[src/hw/io_space_consts.svh]
// Offsets, field masks and reset values of the I/O register space.
`ifndef IO_SPACE_CONSTS_SVH
`define IO_SPACE_CONSTS_SVH
`define IO_ENTRIES 64
`define IO_BIT_TOP 6'h1f
`define IO_RESET_VALUE 8'h00
`define PORT_B_PIN_INPUT_ADDR 6'h00
`define PORT_B_DIRECTION_ADDR 6'h01
`define PORT_B_OUTPUT_ADDR 6'h02
`define PORT_B_PULLUP_ENABLE_ADDR 6'h03
`define PORT_CONTROL_ADDR 6'h0c
`define PIN_CHANGE_MASK_ADDR 6'h10
`define PIN_CHANGE_FLAG_ADDR 6'h11
`define PIN_CHANGE_IRQ_CONTROL_ADDR 6'h12
`define EXT_IRQ_MASK_ADDR 6'h13
`define EXT_IRQ_FLAG_ADDR 6'h14
`define EXT_IRQ_SENSE_CONTROL_ADDR 6'h15
`define DIGITAL_INPUT_DISABLE_ADDR 6'h17
`define CONVERTER_RESULT_ADDR 6'h19
`define CONVERTER_CHANNEL_SELECT_ADDR 6'h1b
`define CONVERTER_TRIGGER_SELECT_ADDR 6'h1c
`define CONVERTER_CONTROL_STATUS_ADDR 6'h1d
`define COMPARATOR_CONTROL_STATUS_ADDR 6'h1f
`define CAPTURE_LOW_ADDR 6'h21
`define CAPTURE_HIGH_ADDR 6'h23
`define COMPARE_B_LOW_ADDR 6'h24
`define COMPARE_B_HIGH_ADDR 6'h25
`define COMPARE_A_LOW_ADDR 6'h26
`define COMPARE_A_HIGH_ADDR 6'h27
`define TIMER_COUNT_LOW_ADDR 6'h28
`define TIMER_COUNT_HIGH_ADDR 6'h29
`define TIMER_IRQ_FLAG_ADDR 6'h2a
`define TIMER_IRQ_MASK_ADDR 6'h2b
`define TIMER_FORCE_COMPARE_ADDR 6'h2c
`define TIMER_CONTROL_B_ADDR 6'h2d
`define TIMER_CONTROL_A_ADDR 6'h2e
`define GENERAL_TIMER_CONTROL_ADDR 6'h2f
`define WATCHDOG_CONTROL_STATUS_ADDR 6'h31
`define NVM_STATUS_ADDR 6'h32
`define NVM_COMMAND_ADDR 6'h33
`define SUPPLY_MONITOR_CONTROL_STATUS_ADDR 6'h34
`define POWER_REDUCTION_ADDR 6'h35
`define CLOCK_PRESCALE_ADDR 6'h36
`define CLOCK_MAIN_SELECT_ADDR 6'h37
`define OSCILLATOR_CALIBRATION_ADDR 6'h39
`define SLEEP_MODE_CONTROL_ADDR 6'h3a
`define RESET_CAUSE_FLAGS_ADDR 6'h3b
`define CONFIG_CHANGE_PROTECT_ADDR 6'h3c
`define STACK_POINTER_LOW_ADDR 6'h3d
`define STACK_POINTER_HIGH_ADDR 6'h3e
`define CPU_STATUS_FLAGS_ADDR 6'h3f
`define NIBBLE_MASK 8'h0f
`define FULL_MASK 8'hff
`define LOW_BIT_MASK 8'h01
`define TWO_BIT_MASK 8'h03
`define THREE_BIT_MASK 8'h07
`define PORT_CONTROL_RW 8'h02
`define CONVERTER_CONTROL_RW 8'hef
`define CONVERTER_DONE_BIT 4
`define COMPARATOR_RW 8'h8f
`define COMPARATOR_EVENT_BIT 4
`define COMPARATOR_OUT_BIT 5
`define TIMER_FLAG_MASK 8'h27
`define CAPTURE_FLAG_BIT 5
`define COMPARE_B_FLAG_BIT 2
`define COMPARE_A_FLAG_BIT 1
`define OVERFLOW_FLAG_BIT 0
`define TIMER_CONTROL_B_RW 8'hdf
`define TIMER_CONTROL_A_RW 8'hf3
`define GENERAL_TIMER_RW 8'h81
`define FORCE_COMPARE_WO 8'hc0
`define WATCHDOG_RW 8'h6f
`define TOP_FLAG_BIT 7
`define NVM_COMMAND_RW 8'h3f
`define SUPPLY_MONITOR_RW 8'h47
`define RESET_CAUSE_RW 8'h0b
`define WATCHDOG_RESET_BIT 3
`define EXTERNAL_RESET_BIT 1
`define POWER_ON_RESET_BIT 0
`endif

[src/hw/io_space_pkg.sv]
// Types shared by the I/O register space and its users.
package io_space_pkg;
  typedef enum logic [2:0] {op_idle, op_read, op_write, set_io_bit_instr, clear_io_bit_instr,
    skip_if_io_bit_set_instr, skip_if_io_bit_cleared_instr} io_op_t;
  typedef struct packed {io_op_t op; logic [5:0] addr; logic [2:0] bit_sel; logic [7:0] wdata;} io_req_t;
  typedef struct packed {logic valid; logic [7:0] rdata; logic skip; logic refused;} io_rsp_t;
  typedef struct packed {logic [7:0] conv_result; logic comp_out; logic nvm_busy;} live_status_t;
  typedef struct packed {
    logic pin_change; logic ext_irq; logic conv_done; logic comp_event;
    logic capture; logic compare_b; logic compare_a; logic overflow;
    logic watchdog_irq; logic supply_low; logic watchdog_reset; logic external_reset; logic power_on_reset;
  } hw_event_t;
  typedef logic [63:0][7:0] io_image_t;
endpackage

[src/hw/io_register_space.sv]
// I/O register space with byte and single-bit access from the processor core.
`timescale 1ns/1ps
`include "io_space_consts.svh"
// Operation
// - Bit set/clear only on addresses 0x00 to 0x1F.
// - Skip tests read one bit, lower range.
// - Writing one clears status flags, zero keeps; reset-cause flags clear on a written zero.
// - Bit set/clear touches only the addressed bit.
module io_register_space (
  input wire logic clk_in, // 50 MHz system clock
  input wire logic nrst_in, // Synchronous reset, active low
  input wire io_space_pkg::io_req_t req_in, // Core access, op_idle when none
  input wire logic [3:0] port_b_pins_in, // Port pin levels from the package pins
  input wire io_space_pkg::live_status_t live_in, // Live peripheral status bits
  input wire io_space_pkg::hw_event_t event_in, // One-cycle flag set pulses
  output io_space_pkg::io_rsp_t rsp_out, // Answer one cycle after the request
  output io_space_pkg::io_image_t image_out, // Stored value of every location
  output logic force_strobe_out, // Write seen at the force-compare location
  output logic [1:0] force_bits_out, // Force bits carried with that write
  output logic protect_strobe_out, // Write seen at the change-protect location
  output logic [7:0] protect_key_out // Key byte carried with that write
);
  import io_space_pkg::*;

  io_image_t regs_ff;
  io_image_t hw_set;
  io_rsp_t rsp_ff;
  logic [3:0] pin_s1_ff;
  logic [3:0] pin_s2_ff;
  logic [3:0] pin_s3_ff;
  logic [3:0] pin_state_ff;
  logic force_strobe_ff;
  logic [1:0] force_bits_ff;
  logic protect_strobe_ff;
  logic [7:0] protect_key_ff;
  logic [7:0] addr_rw;
  logic [7:0] addr_w1c;
  logic [7:0] addr_wo;
  logic [7:0] addr_live;
  logic [7:0] addr_view;
  logic [7:0] bit_onehot;
  logic [7:0] nxt_value;
  logic addr_known;
  logic bit_op;
  logic bit_ok;
  logic write_ok;
  logic refused;

  // Bits that software stores and reads back.
  function automatic logic [7:0] rw_mask(input logic [5:0] a);
    logic [7:0] m;
    m = 8'h00;
    unique case (a)
      `PORT_B_DIRECTION_ADDR, `PORT_B_OUTPUT_ADDR, `PORT_B_PULLUP_ENABLE_ADDR: m = `NIBBLE_MASK;
      `PORT_CONTROL_ADDR: m = `PORT_CONTROL_RW;
      `PIN_CHANGE_MASK_ADDR, `DIGITAL_INPUT_DISABLE_ADDR: m = `NIBBLE_MASK;
      `PIN_CHANGE_IRQ_CONTROL_ADDR, `EXT_IRQ_MASK_ADDR: m = `LOW_BIT_MASK;
      `EXT_IRQ_SENSE_CONTROL_ADDR, `CONVERTER_CHANNEL_SELECT_ADDR: m = `TWO_BIT_MASK;
      `CONVERTER_TRIGGER_SELECT_ADDR: m = `THREE_BIT_MASK;
      `CONVERTER_CONTROL_STATUS_ADDR: m = `CONVERTER_CONTROL_RW;
      `COMPARATOR_CONTROL_STATUS_ADDR: m = `COMPARATOR_RW;
      `CAPTURE_LOW_ADDR, `CAPTURE_HIGH_ADDR: m = `FULL_MASK;
      `COMPARE_B_LOW_ADDR, `COMPARE_B_HIGH_ADDR: m = `FULL_MASK;
      `COMPARE_A_LOW_ADDR, `COMPARE_A_HIGH_ADDR: m = `FULL_MASK;
      `TIMER_COUNT_LOW_ADDR, `TIMER_COUNT_HIGH_ADDR: m = `FULL_MASK;
      `TIMER_IRQ_MASK_ADDR: m = `TIMER_FLAG_MASK;
      `TIMER_CONTROL_B_ADDR: m = `TIMER_CONTROL_B_RW;
      `TIMER_CONTROL_A_ADDR: m = `TIMER_CONTROL_A_RW;
      `GENERAL_TIMER_CONTROL_ADDR: m = `GENERAL_TIMER_RW;
      `WATCHDOG_CONTROL_STATUS_ADDR: m = `WATCHDOG_RW;
      `NVM_COMMAND_ADDR: m = `NVM_COMMAND_RW;
      `SUPPLY_MONITOR_CONTROL_STATUS_ADDR: m = `SUPPLY_MONITOR_RW;
      `POWER_REDUCTION_ADDR, `CLOCK_MAIN_SELECT_ADDR: m = `TWO_BIT_MASK;
      `CLOCK_PRESCALE_ADDR, `SLEEP_MODE_CONTROL_ADDR: m = `NIBBLE_MASK;
      `OSCILLATOR_CALIBRATION_ADDR: m = `FULL_MASK;
      `RESET_CAUSE_FLAGS_ADDR: m = `RESET_CAUSE_RW;
      `STACK_POINTER_LOW_ADDR, `STACK_POINTER_HIGH_ADDR: m = `FULL_MASK;
      `CPU_STATUS_FLAGS_ADDR: m = `FULL_MASK;
      default: m = 8'h00;
    endcase
    return m;
  endfunction

  // Status flags that hardware sets and a written one clears.
  function automatic logic [7:0] w1c_mask(input logic [5:0] a);
    logic [7:0] m;
    m = 8'h00;
    unique case (a)
      `PIN_CHANGE_FLAG_ADDR, `EXT_IRQ_FLAG_ADDR: m = `LOW_BIT_MASK;
      `CONVERTER_CONTROL_STATUS_ADDR: m[`CONVERTER_DONE_BIT] = 1'b1;
      `COMPARATOR_CONTROL_STATUS_ADDR: m[`COMPARATOR_EVENT_BIT] = 1'b1;
      `TIMER_IRQ_FLAG_ADDR: m = `TIMER_FLAG_MASK;
      `WATCHDOG_CONTROL_STATUS_ADDR, `SUPPLY_MONITOR_CONTROL_STATUS_ADDR: m[`TOP_FLAG_BIT] = 1'b1;
      default: m = 8'h00;
    endcase
    return m;
  endfunction

  // Locations that only take writes and always read as zero.
  function automatic logic [7:0] wo_mask(input logic [5:0] a);
    logic [7:0] m;
    m = 8'h00;
    unique case (a)
      `TIMER_FORCE_COMPARE_ADDR: m = `FORCE_COMPARE_WO;
      `CONFIG_CHANGE_PROTECT_ADDR: m = `FULL_MASK;
      default: m = 8'h00;
    endcase
    return m;
  endfunction

  // Pins are caught in three stages; a change counts once stages two and three agree.
  always_ff @(posedge clk_in)
  begin
    if (!nrst_in)
    begin
      pin_s1_ff <= 4'h0;
      pin_s2_ff <= 4'h0;
      pin_s3_ff <= 4'h0;
    end
    else
    begin
      pin_s1_ff <= port_b_pins_in;
      pin_s2_ff <= pin_s1_ff;
      pin_s3_ff <= pin_s2_ff;
    end
  end

  always_ff @(posedge clk_in)
  begin
    if (!nrst_in)
      pin_state_ff <= 4'h0;
    else
    begin
      for (int b = 0; b < 4; b++)
      begin
        if (pin_s2_ff[b] == pin_s3_ff[b])
          pin_state_ff[b] <= pin_s3_ff[b];
      end
    end
  end

  // Read-only bits that show the live state of the pins and peripherals.
  always_comb
  begin
    addr_live = 8'h00;
    unique case (req_in.addr)
      `PORT_B_PIN_INPUT_ADDR: addr_live = {4'h0, pin_state_ff};
      `CONVERTER_RESULT_ADDR: addr_live = live_in.conv_result;
      `COMPARATOR_CONTROL_STATUS_ADDR: addr_live[`COMPARATOR_OUT_BIT] = live_in.comp_out;
      `NVM_STATUS_ADDR: addr_live[`TOP_FLAG_BIT] = live_in.nvm_busy;
      default: addr_live = 8'h00;
    endcase
  end

  // Hardware set pulses, routed to the flag bit they belong to.
  always_comb
  begin
    hw_set = '0;
    hw_set[`PIN_CHANGE_FLAG_ADDR][0] = event_in.pin_change;
    hw_set[`EXT_IRQ_FLAG_ADDR][0] = event_in.ext_irq;
    hw_set[`CONVERTER_CONTROL_STATUS_ADDR][`CONVERTER_DONE_BIT] = event_in.conv_done;
    hw_set[`COMPARATOR_CONTROL_STATUS_ADDR][`COMPARATOR_EVENT_BIT] = event_in.comp_event;
    hw_set[`TIMER_IRQ_FLAG_ADDR][`CAPTURE_FLAG_BIT] = event_in.capture;
    hw_set[`TIMER_IRQ_FLAG_ADDR][`COMPARE_B_FLAG_BIT] = event_in.compare_b;
    hw_set[`TIMER_IRQ_FLAG_ADDR][`COMPARE_A_FLAG_BIT] = event_in.compare_a;
    hw_set[`TIMER_IRQ_FLAG_ADDR][`OVERFLOW_FLAG_BIT] = event_in.overflow;
    hw_set[`WATCHDOG_CONTROL_STATUS_ADDR][`TOP_FLAG_BIT] = event_in.watchdog_irq;
    hw_set[`SUPPLY_MONITOR_CONTROL_STATUS_ADDR][`TOP_FLAG_BIT] = event_in.supply_low;
    hw_set[`RESET_CAUSE_FLAGS_ADDR][`WATCHDOG_RESET_BIT] = event_in.watchdog_reset;
    hw_set[`RESET_CAUSE_FLAGS_ADDR][`EXTERNAL_RESET_BIT] = event_in.external_reset;
    hw_set[`RESET_CAUSE_FLAGS_ADDR][`POWER_ON_RESET_BIT] = event_in.power_on_reset;
  end

  // Decode of the current request.
  always_comb
  begin
    addr_rw = rw_mask(req_in.addr);
    addr_w1c = w1c_mask(req_in.addr);
    addr_wo = wo_mask(req_in.addr);
    // Read-only live locations count as implemented whatever value they happen to show.
    addr_known = ((addr_rw | addr_w1c | addr_wo) != 8'h00) || (req_in.addr == `PORT_B_PIN_INPUT_ADDR) ||
      (req_in.addr == `CONVERTER_RESULT_ADDR) || (req_in.addr == `NVM_STATUS_ADDR);
    addr_view = (regs_ff[req_in.addr] & (addr_rw | addr_w1c)) | addr_live;
    bit_onehot = 8'h01 << req_in.bit_sel;
    bit_op = (req_in.op == set_io_bit_instr) || (req_in.op == clear_io_bit_instr) ||
      (req_in.op == skip_if_io_bit_set_instr) || (req_in.op == skip_if_io_bit_cleared_instr);
    bit_ok = bit_op && (req_in.addr <= `IO_BIT_TOP) && addr_known;
    write_ok = ((req_in.op == op_write) && addr_known) ||
      (bit_ok && ((req_in.op == set_io_bit_instr) || (req_in.op == clear_io_bit_instr)));
    refused = ((req_in.op == op_write) && !addr_known) || (bit_op && !bit_ok);
  end

  // New content of the addressed location before hardware sets are merged.
  always_comb
  begin
    nxt_value = regs_ff[req_in.addr];
    unique case (req_in.op)
      op_write:
      begin
        nxt_value = (regs_ff[req_in.addr] & ~addr_rw) | (req_in.wdata & addr_rw);
        nxt_value = nxt_value & ~(req_in.wdata & addr_w1c);
      end
      set_io_bit_instr:
      begin
        nxt_value = regs_ff[req_in.addr] | (bit_onehot & addr_rw);
        nxt_value = nxt_value & ~(bit_onehot & addr_w1c);
      end
      clear_io_bit_instr:
        nxt_value = regs_ff[req_in.addr] & ~(bit_onehot & addr_rw);
      default: nxt_value = regs_ff[req_in.addr];
    endcase
  end

  // Storage; a hardware set in the same cycle as a clear wins.
  always_ff @(posedge clk_in)
  begin
    if (!nrst_in)
      regs_ff <= '0;
    else
    begin
      for (int i = 0; i < `IO_ENTRIES; i++)
      begin
        if (write_ok && (req_in.addr == i[5:0]))
          regs_ff[i] <= (nxt_value & (rw_mask(i[5:0]) | w1c_mask(i[5:0]))) | hw_set[i];
        else
          regs_ff[i] <= regs_ff[i] | hw_set[i];
      end
    end
  end

  // Answer path: read data, skip decision and refusal.
  always_ff @(posedge clk_in)
  begin
    if (!nrst_in)
      rsp_ff <= '0;
    else
    begin
      rsp_ff.valid <= req_in.op != op_idle;
      rsp_ff.refused <= refused;
      rsp_ff.rdata <= (req_in.op == op_read) ? addr_view : 8'h00;
      if (bit_ok && (req_in.op == skip_if_io_bit_set_instr))
        rsp_ff.skip <= (addr_view & bit_onehot) != 8'h00;
      else if (bit_ok && (req_in.op == skip_if_io_bit_cleared_instr))
        rsp_ff.skip <= (addr_view & bit_onehot) == 8'h00;
      else
        rsp_ff.skip <= 1'b0;
    end
  end

  // Write-only locations give a strobe with their data instead of storing it.
  always_ff @(posedge clk_in)
  begin
    if (!nrst_in)
    begin
      force_strobe_ff <= 1'b0;
      force_bits_ff <= 2'b00;
      protect_strobe_ff <= 1'b0;
      protect_key_ff <= 8'h00;
    end
    else
    begin
      force_strobe_ff <= (req_in.op == op_write) && (req_in.addr == `TIMER_FORCE_COMPARE_ADDR);
      protect_strobe_ff <= (req_in.op == op_write) && (req_in.addr == `CONFIG_CHANGE_PROTECT_ADDR);
      if ((req_in.op == op_write) && (req_in.addr == `TIMER_FORCE_COMPARE_ADDR))
        force_bits_ff <= req_in.wdata[7:6];
      if ((req_in.op == op_write) && (req_in.addr == `CONFIG_CHANGE_PROTECT_ADDR))
        protect_key_ff <= req_in.wdata;
    end
  end

  assign rsp_out = rsp_ff;
  assign image_out = regs_ff;
  assign force_strobe_out = force_strobe_ff;
  assign force_bits_out = force_bits_ff;
  assign protect_strobe_out = protect_strobe_ff;
  assign protect_key_out = protect_key_ff;
endmodule

[config.mk]
export PLATFORM = sky130hd
export DESIGN_NAME = io_register_space
export DESIGN_NICKNAME = d
export VERILOG_FILES = /design/src/hw/io_space_pkg.sv /design/src/hw/io_register_space.sv
export VERILOG_INCLUDE_DIRS = /design/src /design/src/hw
export SDC_FILE = /design/constraint.sdc
export NUM_CORES = 1
export LEC_CHECK = 0
export BUFFER_PORTS_ARGS = -buffer_cell sky130_fd_sc_hd__buf_2
export CORE_AREA = 4 4 222 224
export DETAILED_ROUTE_END_ITERATION = 8
export DIE_AREA = 0 0 226 228
export PLACE_DENSITY = 0.65
export SLEW_MARGIN = 20
export SYNTH_ARGS = -nofsm -noshare
export SYNTH_HDL_FRONTEND = slang
export SYNTH_SLANG_ARGS = --single-unit
[constraint.sdc]
create_clock -name clk_in -period 12.5 [get_ports clk_in]
set_input_delay 3.75 -clock clk_in [delete_from_list [all_inputs] [get_ports clk_in]]
set_output_delay 3.75 -clock clk_in [all_outputs]
set_load 0.01 [all_outputs]
## Word level (Yosys, flattened, before mapping)

Memories as Yosys holds them, arrays and structs flattened.
Cells that the tools add are included.

- Bits in registers: 551
- Bits in latches: 0
- RAM bits: 0
- Memory bits (read-only): 512
- Bits of input ports: 49
- Memories kept: 1

- $add $sub $neg: 0
- Multiply operators: 0
- Div/mod/pow operators: 0
- Magnitude comparators: 2
- Equality and inequality tests: 73
- Shift-type cells: 1
- Multiplexer cells: 238
- Bitwise logic cells: 163
- Reduce and logical (&&, ||, !) cells: 93

Memory list:

| name | depth | width | read ports | clocked after memory_dff | wr ports | line | RTL |
|---|---|---|---|---|---|---|---|
| (name not given) | 64 | 8 | 1 | 0 | 0 | io_register_space.sv:53 | `unique case (a)` |

Operators by type and width:

| cell | number |
|---|---|
| 8-bit 2-to-1 mux | 209 |
| 8-bit bitwise AND | 74 |
| 8-bit bitwise OR | 73 |
| 6-bit == test, second input constant | 32 |
| 6-bit by 5-bit == test with 1-bit output, second input constant | 16 |
| 1-bit logical AND | 74 |
| 7-bit 2-to-1 mux | 8 |
| 8-bit binary-select mux with 6-bit select | 1 |
| 6-bit by 4-bit == test with 1-bit output, second input constant | 8 |
| 8-bit inverter | 4 |
| 8-bit by 1-bit bitwise OR with 8-bit output | 4 |
| 8-bit by 5-bit bitwise OR with 8-bit output | 4 |
| 6-bit by 3-bit == test with 1-bit output, second input constant | 4 |
| 8-bit case mux with 3 select lines | 1 |
| 8-bit by 4-bit bitwise OR with 8-bit output | 2 |
| 8-bit by 6-bit bitwise OR with 8-bit output | 2 |
| 8-bit case mux with 2 select lines | 1 |
| 8-bit nonzero test | 2 |
| 1-bit 2-to-1 mux | 14 |
| 6-bit by 2-bit == test with 1-bit output, second input constant | 2 |
| 5-bit case mux with 2 select lines | 1 |
| 3-bit == test, second input constant | 3 |
| 8-bit zero test | 1 |
| 1-bit logical OR | 8 |
| other kinds (14) | 22 |

## Longest topological paths before layout

- Depth after elaboration: 19
- Gate-level depth with buffers: 16
- Depth with buffers taken out: 11

## Worst setup path after synthesis

No wires, ideal clock.

- Kind: input to register
- Start point: input port req_in[12] in the netlist's numbering
- End point: register rsp_ff (netlist bit rsp_out[1])
- Setup time: 0.121 ns
- Arrival time: 6.429 ns
- Slack: 5.951 ns
- Stages on the path: 13
- Path buffers: 2
- Cell sequence: buf_6 > buf_2 > inv_1 > ha_1 > nand2_1 > a31o_1 > a221o_1 > nand2b_1 > a221oi_2 > nor2_1 > o31a_1 > nor4b_2 > mux2_2

- Cells in the longest elaborated chain, start to end: 13
- Elaborated cells between the ends (all ways): 45
- Those cells by class: 1 x order compare; 11 x eq/ne; 13 x mux; 5 x bitwise; 14 x reduce/logical; 1 x memory

RTL lines:

| element | line | RTL |
|---|---|---|
| start, declared | io_register_space.sv:12 | `input wire io_space_pkg::io_req_t req_in,` |
| parallel branches: the longest is 12 deep, another holds memory 64 x 8 bit | - |  |
| 1-bit 2-to-1 mux * | io_register_space.sv:241 | `if (bit_ok && (req_in.op == skip_if_io_bit_set_instr))` |
| end, declared | io_register_space.sv:27 | `io_rsp_t rsp_ff;` |

Mark *: on every way between the ends. The select of a mux whose other input is x is not followed.
A chain may end at the register's enable or synchronous reset.

## Worst setup path after layout

- Start point: input port req_in[12] in the netlist's numbering
- End point: register regs_ff (netlist bit image_out[472])

- Cells in the longest elaborated chain, start to end: 14
- Elaborated cells between the ends (all ways): 55
- Those cells by class: 1 x order compare; 12 x eq/ne; 9 x mux; 18 x bitwise; 14 x reduce/logical; 1 x memory

RTL lines:

| element | line | RTL |
|---|---|---|
| parallel branches: the longest is 13 deep, another holds memory 64 x 8 bit | - |  |
| 8-bit 2-to-1 mux * | io_register_space.sv:223 | `if (write_ok && (req_in.addr == i[5:0]))` |
| end signal, assigned by index | io_register_space.sv:224 | `regs_ff[i] <= (nxt_value & (rw_mask(i[5:0]) \| w1c_mask(i[5:0]))) \| hw_set[i];` |
| end signal, assigned by index | io_register_space.sv:226 | `regs_ff[i] <= regs_ff[i] \| hw_set[i];` |
| end, declared | io_register_space.sv:25 | `io_image_t regs_ff;` |

Marked as above.

==> metrics <==
outcome finished, final reports clean; clk sink count 237; most frequent cells in the layout 314 x conb_1, 267 x buf_2, 237 x dfxtp_1; hold path cells 1; PwrDens 109 nW/um^2; share of the synthesized area in the top cell type 31.8%; total number of H-tree levels 1; Critical R2R Capture image_out[160]; hold path endpoint pin_s2_ff[3]; setup TNS 0 ns; clk slew on worst S/H paths 0.06 ns; fillers 4828; Initial Utilization 31.5%; Max Cap Viol 0; largest net degree at the start of global routing 120; Crit Reg-Reg Startpoint image_out[232]; Root Driver clkbuf_16; Synth warnings 0; WS Path Type input pin to register; DRC errors left 0; core area 47300 sq um; Worst Path Required 12.92 ns; Post-synth ARST share 0%; Post-synth EDFFs 0; Skew-Pair Late Insertion Delay 0.55 ns; Setup-failing EPs final 0; io pins 584; first-pass detailed-route iteration total 6; drt via density 4.97; nets 1917; DIE AREA 51500 sq um; Die H 228 microns; Max FO, Critical Path 48; Routed WL 56.8 mm; row cnt 80; synthesized area 14900 sq um; Congestion Overflow GR 0; Mapped Avg Cell Area 9.04 sq um; Min-Delay Startpoint pin_s1_ff[3]; Die W 226 microns; initial DRC count 985; minimum clock period 7.90 ns; Post-Layout Cell Count 2487; slew margin rel. 21.8%; Setup Buffers After CTS 0; RSZ-0062 raised after global routing no; vias in the first global route 11500; Main synth FF type dfxtp_1; Vias 12400; Detailed Place HPWL 43.2 mm; final worst path period share 63.2%; first-pass GRT wire length 80.3 mm; Multi-input gate area 8510 sq um; Netlist cell types 85; Post-CTS Resized 0; Max Freq 127 MHz; CTS tree yes; Routed Antenna Nets 0; Min-Delay Path Class register to register; WL/cell 22.9 microns; Worst VDD drop 0.0000826 V; Placed Instances 2442; pins over their slew limit 0; sequential share of the synthesized area 31.8%; CP Capture Type register; Synth area leaders dfxtp_1 32%, buf_4 16%, mux2i_1 12%; Leak Pwr 8.07 nW; buffers from clock root to sink, at most 3; final hold vios 0; Tightest Pin Transition 1.17 ns; gr usage total 20.5%; port bufs 269; CTS Hold Bufs 0; synthesized flop and latch total 237; RD Place Congestion 0.928; FF-to-FF path depth 9; Seq. cell area 4740 sq um; diode count 0; commonest non-fill, non-tap cell in the layout conb_1; Num CTS Buffers 27; final setup skew 0.0270 ns; share of layout cells above drive strength 1 22.0%; layout overhead on the synthesized area 10.1%; area leader, netlist dfxtp_1; reg2reg setup slack 9.06 ns; Worst EP arrival 8.32 ns; Synth Instances 1649; initial antenna violation count 0; startpoint types input pin
==> per-layer routing <==
metal | vias to the layer above | wire length (microns) | global-route usage (%)
li1 | 5553 | - | -
met4 | 0 | 2680 | 8.79
met2 | 689 | 27900 | 35.2
met5 | - | 0 | 0
met3 | 91 | 4230 | 3.24
met1 | 6017 | 22000 | 25.2
==> worst max path at each step <==
stage	to	start	cells past startpoint
2_1_floorplan	rsp_out[1]	req_in[12]	13
3_3_place_gp	image_out[473]	req_in[12]	10
3_5_place_dp	image_out[472]	req_in[12]	10
4_1_cts	image_out[472]	req_in[12]	10
5_1_grt	image_out[475]	req_in[12]	10
6_report	image_out[472]	req_in[12]	10
==> cell families (layout without fill, tap and decap cells) <==
logic type,Yosys count,count (layout),synth area share [%]
muxes,220,220,15.8
other,1,314,0.0252
DFF,237,237,31.8
adders and majority gates,12,12,1.01
buffers and inverters,431,341,19.4
and+or+nand+nor,457,457,16.7
AOI/OAI and AO/OA,291,291,15.2
==> worst max-delay path: stages <==
cell	delay, ns
buf_4	0.47
buf_4	0.68
ha_1	0.75
nand3_1	0.56
nand2_1	0.40
a31oi_1	0.10
and3_1	0.30
a21oi_2	0.47
nand3_1	0.35
o311a_1	0.42
==> registers in the layout, summed over array words and instances, names as in the netlist <==
register,count
force_strobe_out,1
pin_s2_ff,4
pin_s1_ff,4
pin_state_ff,4
protect_strobe_out,1
force_bits_out,2
pin_s3_ff,4
image_out,198
protect_key_out,8
rsp_out,11
==> Yosys cell counts, drive strengths merged (20+ instances only) <==
library cell  count
a21boi           28
a21oi            32
and2             20
buf             359
clkbuf           65
dfxtp           237
mux2             39
mux2i           173
nand2           119
nand3            36
nor2             61
nor2b           146
o211a            39
o21ai            45
==> cell type report <==
| class | count | area share [%] |
|---|---|---|
| Multi-Input combinational cell | 1294 | 51.8 |
| Sequential cell | 237 | 28.9 |
| Timing Repair Buffer | 289 | 9.15 |
| Tap cell | 615 | 4.69 |
| Clock buffer | 35 | 4.61 |
| Clock inverter | 10 | 0.656 |
| Inverter | 7 | 0.160 |
==> power breakdown <==
| group | internal [mW] | total (mW) | switching, mW | leakage [nW] |
|---|---|---|---|---|
| logic | 0.0584 | 0.230 | 0.172 | 5.72 |
| registers | 0.762 | 0.767 | 0.00569 | 1.92 |
| clock network | 0.463 | 0.784 | 0.321 | 0.432 |
==> per-stage QoR <==
stage	worst slack, ns	power [mW]	cell area [sq um]	hold WS (ns)	util (%)
final	4.60	1.78	16400	0.438	34.7
after global routing	4.40	1.85	16400	0.467	34.7
after CTS	4.68	1.79	16400	0.445	34.7
after detailed placement	4.13	1.01	15500	0.426	32.8
after global placement	4.27	1.01	15500	0.432	32.8
after floorplan	5.95	1.01	16100	0.412	-
(Power assumes the default switching activity.)
